**config.mk**
```make
export PLATFORM = sky130hd
export DESIGN_NAME = crb_reporter
export DESIGN_NICKNAME = d
export VERILOG_FILES = /design/src/core/crb_pkg.sv /design/src/core/crb_fifo.sv /design/src/core/crb_card_eval.sv /design/src/core/crb_reporter.sv
export SDC_FILE = /design/constraint.sdc
export NUM_CORES = 2
export LEC_CHECK = 0
export BUFFER_PORTS_ARGS = -buffer_cell sky130_fd_sc_hd__buf_2
export CAP_MARGIN = 20
export CORE_UTILIZATION = 35
export DETAILED_ROUTE_END_ITERATION = 7
export RECOVER_POWER = 100
export SYNTH_ARGS = -nofsm -noshare
export SYNTH_HDL_FRONTEND = slang
export SYNTH_SLANG_ARGS = --single-unit
```
**constraint.sdc**
```tcl
create_clock -name clk -period 7.35 [get_ports clk]
set_clock_uncertainty 0.15 [all_clocks]
set_input_delay 0.735 -clock clk [delete_from_list [all_inputs] [get_ports clk]]
set_output_delay 0.735 -clock clk [all_outputs]
set_load 0.02 [all_outputs]
```
**src/core/crb_pkg.sv**
```systemverilog
// Constants, register map and codes shared by the card reporter block.
// Assumes a 250 MHz system clock and a classic Wishbone register bus.
package crb_pkg;

  ////////////////////////////////////////////////////////////////////////////
  // Timing
  localparam int unsigned CLK_PERIOD_NS = 4;
  localparam int unsigned T_MS_NS = 1000000;
  localparam int unsigned CYC_PER_MS = (T_MS_NS + CLK_PERIOD_NS - 1) / CLK_PERIOD_NS;
  localparam int unsigned MS_PER_S = 1000;

  ////////////////////////////////////////////////////////////////////////////
  // Register byte addresses
  localparam logic [7:0] ADR_NODE = 8'h00;
  localparam logic [7:0] ADR_SADDR = 8'h04;
  localparam logic [7:0] ADR_INTERVAL = 8'h08;
  localparam logic [7:0] ADR_HOLD = 8'h0C;
  localparam logic [7:0] ADR_MODE = 8'h10;
  localparam logic [7:0] ADR_KEY_LO = 8'h14;
  localparam logic [7:0] ADR_KEY_HI = 8'h18;
  localparam logic [7:0] ADR_PWD = 8'h1C;
  localparam logic [7:0] ADR_UNLOCK = 8'h20;
  localparam logic [7:0] ADR_STATUS = 8'h24;
  localparam logic [7:0] ADR_NUM_LO = 8'h28;
  localparam logic [7:0] ADR_NUM_HI = 8'h2C;
  localparam logic [7:0] ADR_VERSION = 8'h30;

  ////////////////////////////////////////////////////////////////////////////
  // Reset values
  localparam logic [7:0] NODE_RST = 8'h04;
  localparam logic [7:0] SADDR_RST = 8'h09;
  localparam logic [15:0] INTERVAL_RST = 16'h03E9;
  localparam logic [7:0] HOLD_RST = 8'h01;
  localparam logic [7:0] MODE_SECURE = 8'h00;
  localparam logic [7:0] MODE_INSECURE = 8'h02;
  localparam logic [47:0] KEY_RST = 48'hFFFF_FFFF_FFFF;
  localparam logic [31:0] PWD_RST = 32'h0000_2B67;
  // Arbitrary identification text, not tied to any product
  localparam logic [31:0] VERSION_TEXT_DEF = 32'h5645_5231;

  ////////////////////////////////////////////////////////////////////////////
  // Card and frame layout
  localparam logic [7:0] CARD_SECTOR = 8'h04;
  localparam logic [19:0] IDENT_MIN = 20'h0_0001;
  localparam logic [19:0] IDENT_MAX = 20'hF_423F;
  localparam logic [23:0] PGN_CARD = 24'h18_F701;
  localparam int unsigned STATUS_LSB = 0;
  localparam int unsigned NUMBER_LSB = 16;
  localparam int unsigned NUMBER_W = 40;
  localparam int unsigned FRAME_W = 93;
  localparam int unsigned FIFO_DEPTH = 16;
  localparam logic [7:0] CMD_NUMBER = 8'h01;
  localparam logic [7:0] CMD_VERSION = 8'h02;

  typedef enum logic [7:0] {
    ST_NONE = 8'h01,
    ST_FOREIGN = 8'h03,
    ST_OWN = 8'h07
  } crb_status_t;

  typedef enum logic [1:0] {
    SND_IDLE = 2'b01,
    SND_PUSH = 2'b10
  } crb_send_t;

  function automatic logic crb_ident_ok(input logic [19:0] ident);
    crb_ident_ok = (ident >= IDENT_MIN) && (ident <= IDENT_MAX);
  endfunction : crb_ident_ok

endpackage : crb_pkg

```
**src/core/crb_fifo.sv**
```systemverilog
// Flip-flop FIFO with valid/ready on both sides.
// Assumes one clock; ce low freezes every register.
`timescale 1ns/1ps
`default_nettype none
module crb_fifo #(
  parameter int unsigned W = 8,
  parameter int unsigned D = 16
) (
  // Clock and reset
  input wire logic clk,
  input wire logic arst_n,
  input wire logic ce,
  // Fill side
  input wire logic in_valid,
  output logic in_ready,
  input wire logic [W-1:0] in_data,
  // Drain side
  output logic out_valid,
  input wire logic out_ready,
  output logic [W-1:0] out_data,
  output logic [$clog2(D+1)-1:0] count
);
  localparam int unsigned AW = $clog2(D);
  logic [W-1:0] mem_reg [D];
  logic [AW-1:0] wr_ptr_reg;
  logic [AW-1:0] rd_ptr_reg;
  logic [$clog2(D+1)-1:0] count_reg;
  logic push;
  logic pop;

  assign in_ready = (count_reg != D[$clog2(D+1)-1:0]);
  assign out_valid = (count_reg != '0);
  assign out_data = mem_reg[rd_ptr_reg];
  assign count = count_reg;
  assign push = ce && in_valid && in_ready;
  assign pop = ce && out_valid && out_ready;

  always_ff @(posedge clk)
  begin
    if (push)
    begin
      mem_reg[wr_ptr_reg] <= in_data;
    end
  end

  always_ff @(posedge clk or negedge arst_n)
  begin
    if (!arst_n)
    begin
      wr_ptr_reg <= '0;
      rd_ptr_reg <= '0;
      count_reg <= '0;
    end
    else
    begin
      if (push)
      begin
        wr_ptr_reg <= (wr_ptr_reg == AW'(D - 1)) ? '0 : wr_ptr_reg + 1'b1;
      end
      if (pop)
      begin
        rd_ptr_reg <= (rd_ptr_reg == AW'(D - 1)) ? '0 : rd_ptr_reg + 1'b1;
      end
      count_reg <= count_reg + {{($clog2(D+1)-1){1'b0}}, push} - {{($clog2(D+1)-1){1'b0}}, pop};
    end
  end
endmodule : crb_fifo
`default_nettype wire

```
**src/core/crb_card_eval.sv**
```systemverilog
// Turns one raw card read into a status code and card number.
// Assumes the radio front end and the stored-card lookup answer in the same cycle.
`timescale 1ns/1ps
`default_nettype none
module crb_card_eval (
  // Clock and reset
  input wire logic clk,
  input wire logic arst_n,
  input wire logic ce,
  // Mode and raw read
  input wire logic secure,
  input wire logic rd_valid,
  input wire logic [39:0] rd_uid,
  input wire logic [7:0] rd_sector,
  input wire logic [19:0] rd_ident,
  input wire logic rd_known,
  // Evaluated read
  output logic ev_valid,
  output logic [7:0] ev_status,
  output logic [39:0] ev_number
);
  import crb_pkg::*;
  logic accept;

  // In secure mode, reads from other sectors or out-of-range identifiers are dropped; insecure mode accepts every read
  assign accept = secure ? (rd_sector == CARD_SECTOR) && crb_ident_ok(rd_ident) // see R3
                         : 1'b1;

  always_ff @(posedge clk or negedge arst_n)
  begin
    if (!arst_n)
    begin
      ev_valid <= 1'b0;
      ev_status <= ST_NONE;
      ev_number <= '0;
    end
    else if (ce)
    begin
      ev_valid <= rd_valid && accept;
      if (rd_valid && accept)
      begin
        if (secure)
        begin
          ev_status <= rd_known ? ST_OWN : ST_FOREIGN; // see R15
          ev_number <= {20'h0_0000, rd_ident};
        end
        else
        begin
          // Chip UID only, never looked up in the stored list
          ev_status <= ST_FOREIGN;
          ev_number <= rd_uid;
        end
      end
    end
  end
endmodule : crb_card_eval
`default_nettype wire

```
**src/core/crb_reporter.sv**
```systemverilog
// Card reporter: configuration registers, periodic card frames, serial replies.
// Assumes a Wishbone classic master, a CAN transmitter with valid/ready,
// and a serial front end that delivers decoded requests.
//
// Notes on behaviour
// A version query returns a fixed identifying version text.
// Card identifier must be within 1 to 999999 inclusive.
// Card identity is read only from sector 4.
// Operator may lock unused card sectors; recommended, not required.
// Card number is broadcast on CAN; serial link returns it only on request.
// Status 01 no card, 03 foreign card, 07 own card.
// Frame group 18F701: status at bit 0 width 8, number bit 16 width 40.
// Node address is one configurable byte, default 4.
// Serial link address is one configurable byte, default 9.
// Send interval is two bytes in milliseconds, default 1001.
// Valid data hold time is one byte in seconds, default 1.
// Mode 0 secure (default), mode 2 insecure without read key.
// Six-byte card read key is used in secure mode.
// Terminal access guarded by a password, default 11111.
// Secure mode reports own if stored, else foreign, always with number.
// Serial link sends only the card number, no validity.
// Insecure mode uses the chip UID only, no data memory.
// Status returns to not-detected after hold time without a new read.
// Frame sent once each send interval with the node address.
//
// The address map and the Wishbone register port were left to the implementer.
`timescale 1ns/1ps
`default_nettype none
module crb_reporter #(
  parameter int unsigned CYC_PER_MS = crb_pkg::CYC_PER_MS,
  parameter int unsigned FIFO_DEPTH = crb_pkg::FIFO_DEPTH,
  parameter logic [31:0] VERSION_TEXT = crb_pkg::VERSION_TEXT_DEF
) (
  // Clock, reset, enable
  input wire logic clk,
  input wire logic arst_n,
  input wire logic ce,
  // Wishbone slave
  input wire logic [7:0] wb_adr_i,
  input wire logic [31:0] wb_dat_i,
  input wire logic [3:0] wb_sel_i,
  input wire logic wb_we_i,
  input wire logic wb_cyc_i,
  input wire logic wb_stb_i,
  output logic [31:0] wb_dat_o,
  output logic wb_ack_o,
  // Raw card read
  input wire logic rd_valid,
  input wire logic [39:0] rd_uid,
  input wire logic [7:0] rd_sector,
  input wire logic [19:0] rd_ident,
  input wire logic rd_known,
  // Radio key
  output logic [47:0] rf_key,
  output logic rf_key_en,
  // CAN frame out
  output logic tx_valid,
  input wire logic tx_ready,
  output logic [28:0] tx_id,
  output logic [63:0] tx_data,
  // Serial requests
  input wire logic ser_req_valid,
  input wire logic [7:0] ser_req_addr,
  input wire logic [7:0] ser_req_cmd,
  output logic ser_rsp_valid,
  output logic [39:0] ser_rsp_data,
  // Card state
  output logic [7:0] card_status
);
  import crb_pkg::*;

  localparam int unsigned MSW = $clog2(CYC_PER_MS);
  localparam int unsigned CW = $clog2(FIFO_DEPTH + 1);

  function automatic logic [31:0] merge_bytes(input logic [31:0] old_v,
                                               input logic [31:0] new_v,
                                               input logic [3:0] sel);
    logic [31:0] res;
    res = old_v;
    for (int i = 0; i < 4; i++)
    begin
      if (sel[i])
      begin
        res[i*8 +: 8] = new_v[i*8 +: 8];
      end
    end
    merge_bytes = res;
  endfunction : merge_bytes

  logic [7:0] node_reg;
  logic [7:0] saddr_reg;
  logic [15:0] interval_reg;
  logic [7:0] hold_reg;
  logic [7:0] mode_reg;
  logic [47:0] key_reg;
  logic [31:0] pwd_reg;
  logic unlocked_reg;
  logic [31:0] rd_val;
  logic [31:0] wr_val;
  logic bus_req;
  logic bus_wr;
  logic secure;
  logic ev_valid;
  logic [7:0] ev_status;
  logic [39:0] ev_number;
  logic [7:0] status_reg;
  logic [39:0] number_reg;
  logic [MSW-1:0] ms_cnt_reg;
  logic ms_tick_reg;
  logic [9:0] sec_ms_reg;
  logic [7:0] hold_left_reg;
  logic sec_tick;
  logic hold_expire;
  logic [15:0] send_ms_reg;
  logic send_due;
  crb_send_t snd_reg;
  crb_send_t snd_next;
  logic fifo_in_valid;
  logic fifo_in_ready;
  logic [FRAME_W-1:0] frame_word;
  logic fifo_out_valid;
  logic fifo_out_ready;
  logic [FRAME_W-1:0] fifo_out_data;
  logic [CW-1:0] fifo_count;

  ////////////////////////////////////////////////////////////////////////////
  // Register bus

  assign bus_req = wb_cyc_i && wb_stb_i && !wb_ack_o;
  assign bus_wr = ce && bus_req && wb_we_i;
  assign secure = (mode_reg == MODE_SECURE);

  always_comb
  begin
    case (wb_adr_i)
      ADR_NODE: rd_val = {24'h00_0000, node_reg};
      ADR_SADDR: rd_val = {24'h00_0000, saddr_reg};
      ADR_INTERVAL: rd_val = {16'h0000, interval_reg};
      ADR_HOLD: rd_val = {24'h00_0000, hold_reg};
      ADR_MODE: rd_val = {24'h00_0000, mode_reg};
      ADR_KEY_LO: rd_val = key_reg[31:0];
      ADR_KEY_HI: rd_val = {16'h0000, key_reg[47:32]};
      ADR_UNLOCK: rd_val = {31'h0000_0000, unlocked_reg};
      ADR_STATUS: rd_val = {16'h0000, {(8-CW){1'b0}}, fifo_count, status_reg};
      ADR_NUM_LO: rd_val = number_reg[31:0];
      ADR_NUM_HI: rd_val = {24'h00_0000, number_reg[39:32]};
      ADR_VERSION: rd_val = VERSION_TEXT;
      default: rd_val = 32'h0000_0000;
    endcase
  end

  // Password slot reads as zero and unlock slot shows only its bit 0, so partial writes clear other bytes
  assign wr_val = merge_bytes(rd_val, wb_dat_i, wb_sel_i);

  always_ff @(posedge clk or negedge arst_n)
  begin
    if (!arst_n)
    begin
      wb_ack_o <= 1'b0;
      wb_dat_o <= 32'h0000_0000;
    end
    else if (ce)
    begin
      wb_ack_o <= bus_req;
      wb_dat_o <= bus_req ? rd_val : 32'h0000_0000;
    end
  end

  // Settings change only while the terminal is unlocked
  always_ff @(posedge clk or negedge arst_n)
  begin
    if (!arst_n)
    begin
      node_reg <= NODE_RST;
      saddr_reg <= SADDR_RST;
      interval_reg <= INTERVAL_RST;
      hold_reg <= HOLD_RST;
      mode_reg <= MODE_SECURE;
      key_reg <= KEY_RST;
      pwd_reg <= PWD_RST;
    end
    else if (bus_wr && unlocked_reg)
    begin
      case (wb_adr_i)
        ADR_NODE: node_reg <= wr_val[7:0];
        ADR_SADDR: saddr_reg <= wr_val[7:0];
        ADR_INTERVAL: interval_reg <= wr_val[15:0];
        ADR_HOLD: hold_reg <= wr_val[7:0];
        ADR_MODE:
        begin
          if (wr_val[7:0] == MODE_SECURE || wr_val[7:0] == MODE_INSECURE)
          begin
            mode_reg <= wr_val[7:0];
          end
        end
        ADR_KEY_LO: key_reg[31:0] <= wr_val;
        ADR_KEY_HI: key_reg[47:32] <= wr_val[15:0];
        ADR_PWD: pwd_reg <= wr_val;
        default: ;
      endcase
    end
  end

  always_ff @(posedge clk or negedge arst_n)
  begin
    if (!arst_n)
    begin
      unlocked_reg <= 1'b0;
    end
    else if (bus_wr && wb_adr_i == ADR_UNLOCK)
    begin
      unlocked_reg <= (wr_val == pwd_reg);
    end
  end

  ////////////////////////////////////////////////////////////////////////////
  // Card evaluation and key

  crb_card_eval u_eval (
    .clk(clk),
    .arst_n(arst_n),
    .ce(ce),
    .secure(secure),
    .rd_valid(rd_valid),
    .rd_uid(rd_uid),
    .rd_sector(rd_sector),
    .rd_ident(rd_ident),
    .rd_known(rd_known),
    .ev_valid(ev_valid),
    .ev_status(ev_status),
    .ev_number(ev_number)
  );

  always_ff @(posedge clk or negedge arst_n)
  begin
    if (!arst_n)
    begin
      rf_key <= 48'h0000_0000_0000;
      rf_key_en <= 1'b0;
    end
    else if (ce)
    begin
      rf_key_en <= secure;
      rf_key <= secure ? key_reg : 48'h0000_0000_0000;
    end
  end

  ////////////////////////////////////////////////////////////////////////////
  // Millisecond and second ticks

  always_ff @(posedge clk or negedge arst_n)
  begin
    if (!arst_n)
    begin
      ms_cnt_reg <= '0;
      ms_tick_reg <= 1'b0;
    end
    else if (ce)
    begin
      ms_tick_reg <= (ms_cnt_reg == MSW'(CYC_PER_MS - 1));
      ms_cnt_reg <= (ms_cnt_reg == MSW'(CYC_PER_MS - 1)) ? '0 : ms_cnt_reg + 1'b1;
    end
  end

  assign sec_tick = ms_tick_reg && (sec_ms_reg == 10'(MS_PER_S - 1));
  // A hold of 0 or 1 ends at the first second boundary after the read
  assign hold_expire = sec_tick && (status_reg != ST_NONE) && (hold_left_reg <= 8'h01);

  ////////////////////////////////////////////////////////////////////////////
  // Card state and hold

  always_ff @(posedge clk or negedge arst_n)
  begin
    if (!arst_n)
    begin
      status_reg <= ST_NONE;
      number_reg <= '0;
      hold_left_reg <= 8'h00;
      sec_ms_reg <= 10'h000;
    end
    else if (ce)
    begin
      if (ev_valid)
      begin
        status_reg <= ev_status;
        number_reg <= ev_number;
        hold_left_reg <= hold_reg;
        sec_ms_reg <= 10'h000;
      end
      else
      begin
        if (ms_tick_reg)
        begin
          sec_ms_reg <= sec_tick ? 10'h000 : sec_ms_reg + 1'b1;
        end
        if (hold_expire)
        begin
          status_reg <= ST_NONE;
          number_reg <= '0;
          hold_left_reg <= 8'h00;
        end
        else if (sec_tick && hold_left_reg != 8'h00)
        begin
          hold_left_reg <= hold_left_reg - 1'b1;
        end
      end
    end
  end

  assign card_status = status_reg;

  ////////////////////////////////////////////////////////////////////////////
  // Periodic frame into the FIFO

  // An interval of 0 behaves as 1 ms
  assign send_due = ms_tick_reg && ({1'b0, send_ms_reg} + 17'h0_0001 >= {1'b0, interval_reg});

  always_ff @(posedge clk or negedge arst_n)
  begin
    if (!arst_n)
    begin
      send_ms_reg <= 16'h0000;
    end
    else if (ce && ms_tick_reg)
    begin
      send_ms_reg <= send_due ? 16'h0000 : send_ms_reg + 1'b1;
    end
  end

  // A period that falls while a frame still waits for room is skipped
  always_comb
  begin
    case (snd_reg)
      SND_IDLE: snd_next = send_due ? SND_PUSH : SND_IDLE;
      SND_PUSH: snd_next = fifo_in_ready ? SND_IDLE : SND_PUSH;
      default: snd_next = SND_IDLE;
    endcase
  end

  always_ff @(posedge clk or negedge arst_n)
  begin
    if (!arst_n)
    begin
      snd_reg <= SND_IDLE;
    end
    else if (ce)
    begin
      snd_reg <= snd_next;
    end
  end

  assign fifo_in_valid = (snd_reg == SND_PUSH);
  assign frame_word[92:64] = {PGN_CARD[20:0], node_reg}; // see R19
  assign frame_word[63:56] = 8'h00;
  assign frame_word[NUMBER_LSB +: NUMBER_W] = number_reg;
  assign frame_word[15:8] = 8'h00;
  assign frame_word[STATUS_LSB +: 8] = status_reg;

  crb_fifo #(
    .W(FRAME_W),
    .D(FIFO_DEPTH)
  ) u_fifo (
    .clk(clk),
    .arst_n(arst_n),
    .ce(ce),
    .in_valid(fifo_in_valid),
    .in_ready(fifo_in_ready),
    .in_data(frame_word),
    .out_valid(fifo_out_valid),
    .out_ready(fifo_out_ready),
    .out_data(fifo_out_data),
    .count(fifo_count)
  );

  assign fifo_out_ready = !tx_valid || tx_ready;

  always_ff @(posedge clk or negedge arst_n)
  begin
    if (!arst_n)
    begin
      tx_valid <= 1'b0;
      tx_id <= '0;
      tx_data <= '0;
    end
    else if (ce && fifo_out_ready)
    begin
      tx_valid <= fifo_out_valid;
      if (fifo_out_valid)
      begin
        tx_id <= fifo_out_data[92:64];
        tx_data <= fifo_out_data[63:0];
      end
    end
  end

  ////////////////////////////////////////////////////////////////////////////
  // Serial replies

  always_ff @(posedge clk or negedge arst_n)
  begin
    if (!arst_n)
    begin
      ser_rsp_valid <= 1'b0;
      ser_rsp_data <= '0;
    end
    else if (ce)
    begin
      ser_rsp_valid <= 1'b0;
      if (ser_req_valid && ser_req_addr == saddr_reg) // see R9
      begin
        if (ser_req_cmd == CMD_NUMBER)
        begin
          ser_rsp_valid <= 1'b1;
          ser_rsp_data <= number_reg;
        end
        else if (ser_req_cmd == CMD_VERSION)
        begin
          ser_rsp_valid <= 1'b1;
          ser_rsp_data <= {8'h00, VERSION_TEXT};
        end
      end
    end
  end
endmodule : crb_reporter
`default_nettype wire

```
==> results.toml <==
[status]
run_status = "finished with violations"
violations = "max-capacitance violations, max-slew violations"

[place]
port_buffers = 324
finalWeightedCongestion = 0.9202
dp.cells = 5767
dp_hpwl_mm = 97.93

[route]
viasPerCell = 5.454
wire_per_inst_um = 26.10
vias = 32805
dr.pass1.iters = 5
drt_iter0_markers = 3312
postRouteAntennaNets = 0
wl_mm = 157.0
drc = 0

[logic_synthesis]
yosysWarnings = 0
synth-seq-cells = 1257
syn-cell-area_um2 = 52360
netlist_top_cells_area = "edfxtp_1, dfrtp_1, mux4_2, mux2i_1, dfstp_2"
async_flop_share_pct = 36.36
synth-edff-count = 800
synth.avg_cell_area_um2 = 14.26
yosys.area.top_type_share_pct = 45.88
yosysTopAreaCell = "edfxtp_1"
synthDistinctLibCells = 83
ys_seq_area_share_pct = 67.88
ys.flop_type = "edfxtp_1"
synth_cells = 3672

[timing]
slew_viol_final = 847
finalSetupTns_ns = 0
grt_setup_unrepaired = "false"
timing.final.crit_period_ns = 5.708
fmax_ghz = 0.1752
relSlewSlack_pct = -162.0
finalCritPeriodShare_pct = 77.66
hold_viol = 0
setup_viol = 0
tightest_slew_ns = 3.930
hold_slack_ns = 0.05680

[job]
cap_violations = 25

[power_and_ir_drop]
ir_worst_vdd_mv = 0.2981
powerDensity_nw_per_um2 = 319.8
finalPower_mw = 19.18
p_leak_nw = 22.32

[cells_and_area]
final_cells = 6015
regArea_um2 = 35560
final_nets = 4146
finish.utilization_pct = 40.46
fill_cells = 13698
multiInputGateArea_um2 = 15480
drive_above_1_share_pct = 17.11
area_growth_pct = 14.52
largest_reg_flops = 800

[setup_path]
crit_path_start_kind = "input pin"
reg2reg_slack_ns = 2.13
cp.arrival_ns = 6.23
rr_startpoint = "u_fifo.count[2]"
reg2reg_depth = 7
r2r-end = "u_fifo.mem_reg[7][48]"
cp.required_ns = 7.87
critical_path_class = "in -> reg"
critPathCaptureType = "flip-flop"
cp_max_fo = 29

[cts]
cts_buffers = 131
numClockSinks = 1257
cts_tree = "yes"
cts_buffer_depth = 3
clk_latency_ns = 0.77
clkTransAtPathRegs_ns = 0.06
root_buffer = "clkbuf_16"
htree_levels = 4

[worst_hold_path]
hp-class = "in -> reg"
min_to = "u_eval.ev_number[30]"
hold_path_startpoint = "rd_uid[30]"
worstHoldPathCells = 3

[global_routing]
grt_pass1_vias = 32278
antenna_found_initial = 23
grt_pass1_wl_mm = 225.8
grt_max_degree = 161
grt_use_total_pct = 20.47
overflow = 0

[floorplanning]
io_pins = 363
rows = 141
start_util_pct = 35.33
fp.dieH_um = 388.8
die_w_um = 388.8
fp.coreArea_um2 = 148200
die_area_um2 = 151200
## cells in the final DEF, fill, tap and decap left out, types with 7 or more instances in the layout
cell type	n
nand3b_1	7
mux4_2	101
o2bb2ai_1	79
nand3_1	40
a21o_1	13
conb_1	38
dfstp_2	68
xor2_1	27
xnor2_1	37
a221oi_1	9
edfxtp_1	800
clkinv_1	9
clkinv_2	20
nor2_1	77
ha_1	34
clkbuf_1	252
buf_2	136
inv_1	91
buf_4	32
a21oi_1	92
o21ai_0	283
nor2b_1	24
nand2_1	462
inv_6	10
nor4_1	15
clkbuf_16	135
o22ai_1	13
nor3_1	43
o221ai_1	102
nand4b_1	7
and3_1	20
mux2_2	120
clkbuf_8	18
nand2b_1	17
and2_1	9
a22o_1	57
dfrtp_1	384
mux2i_1	195
a22oi_1	26
nand4_1	27
## how the worst max path moves through the flow
stage	from	endpoint	cells after the start
6_report	ce	mode_reg[1]	11
3_3_place_gp	wb_adr_i[4]	unlocked_reg	9
3_5_place_dp	wb_adr_i[4]	unlocked_reg	9
2_1_floorplan	ce	u_fifo.mem_reg[0][10]	5
5_1_grt	ce	mode_reg[1]	11
4_1_cts	send_ms_reg[0]	send_ms_reg[0]	15
## critical path, stage by stage
cell and delay [ns]:
buf_2 0.08, clkbuf_1 1.09, inv_1 1.10, nor3_1 0.41, clkbuf_1 0.61, nand3_1 0.23
nor2_1 0.25, nand3_1 0.13, or4_4 0.47, nor3_1 0.83, mux2i_1 0.26
## per-stage QoR
step	instance area, µm²	setup WS (ns)
floorplan	52500	1.678
global placement	56110	3.009
detailed placement	56190	3.056
CTS	60470	3.292
global route	59950	1.440
finish	59960	1.642
## cell usage after synthesis (6+ instances only)
library cell,n
a21o_1,13
a21oi_1,92
a221oi_1,9
a22o_1,57
a22oi_1,26
a31oi_1,6
and2_1,11
and3_1,20
buf_1,30
buf_2,11
buf_4,49
clkbuf_1,178
dfrtp_1,388
dfstp_2,69
edfxtp_1,800
ha_1,34
inv_1,91
mux2_2,120
mux2i_1,195
mux4_2,101
nand2_1,465
nand2b_1,18
nand3_1,40
nand3b_1,7
nand4_1,27
nand4b_1,7
nor2_1,78
nor2b_1,24
nor3_1,42
nor3b_1,6
nor4_1,15
o211ai_1,6
o21ai_0,282
o221ai_1,102
o22ai_1,13
o2bb2ai_1,79
o31ai_1,6
xnor2_1,37
xor2_1,27
## per-layer routing
layer	vias to the layer above	track usage, %	wire length (µm)
met5	-	0	95
met4	16	6.971	4320
met3	216	4.015	11830
met2	1328	30.94	70520
met1	16787	29.41	70210
li1	14458	-	-
## report_power, final
group	total [mW]	switching, mW	internal [mW]
sequential	8.60	0.565	8.04
combinational	3.95	2.50	1.45
clock	6.63	2.83	3.79
## repair_timing
action	CTS	global route
hold buffers	1	0
endpoints found under the hold margin	86	0
buffers inserted	0	0
resized for setup	0	0
## area by class of cell
cell class / instances / share of cell area (%)
well taps: 1930 / 4.027
diodes: 5 / 0.02087
inverters: 91 / 0.5696
repair buffers: 400 / 3.161
clock buffers: 185 / 6.254
clock inverters: 55 / 0.8576
multi-input cells: 2092 / 25.81
flip-flops and latches: 1257 / 59.30
## kinds of logic (layout without fill, tap and decap cells)
family | count (synthesis) | after routing | share of synthesized area (%)
flip-flops | 1257 | 1257 | 67.88
AND/OR/NAND/NOR | 786 | 786 | 6.817
AO/OA/AOI/OAI | 750 | 750 | 9.690
multiplexers | 419 | 419 | 10.72
buffers and inverters | 359 | 731 | 2.951
XOR/XNOR | 64 | 64 | 1.071
adder cells (fa/ha/maj) | 35 | 35 | 0.8507
other | 2 | 43 | 0.01434
Power figures use the tool's default switching activity.
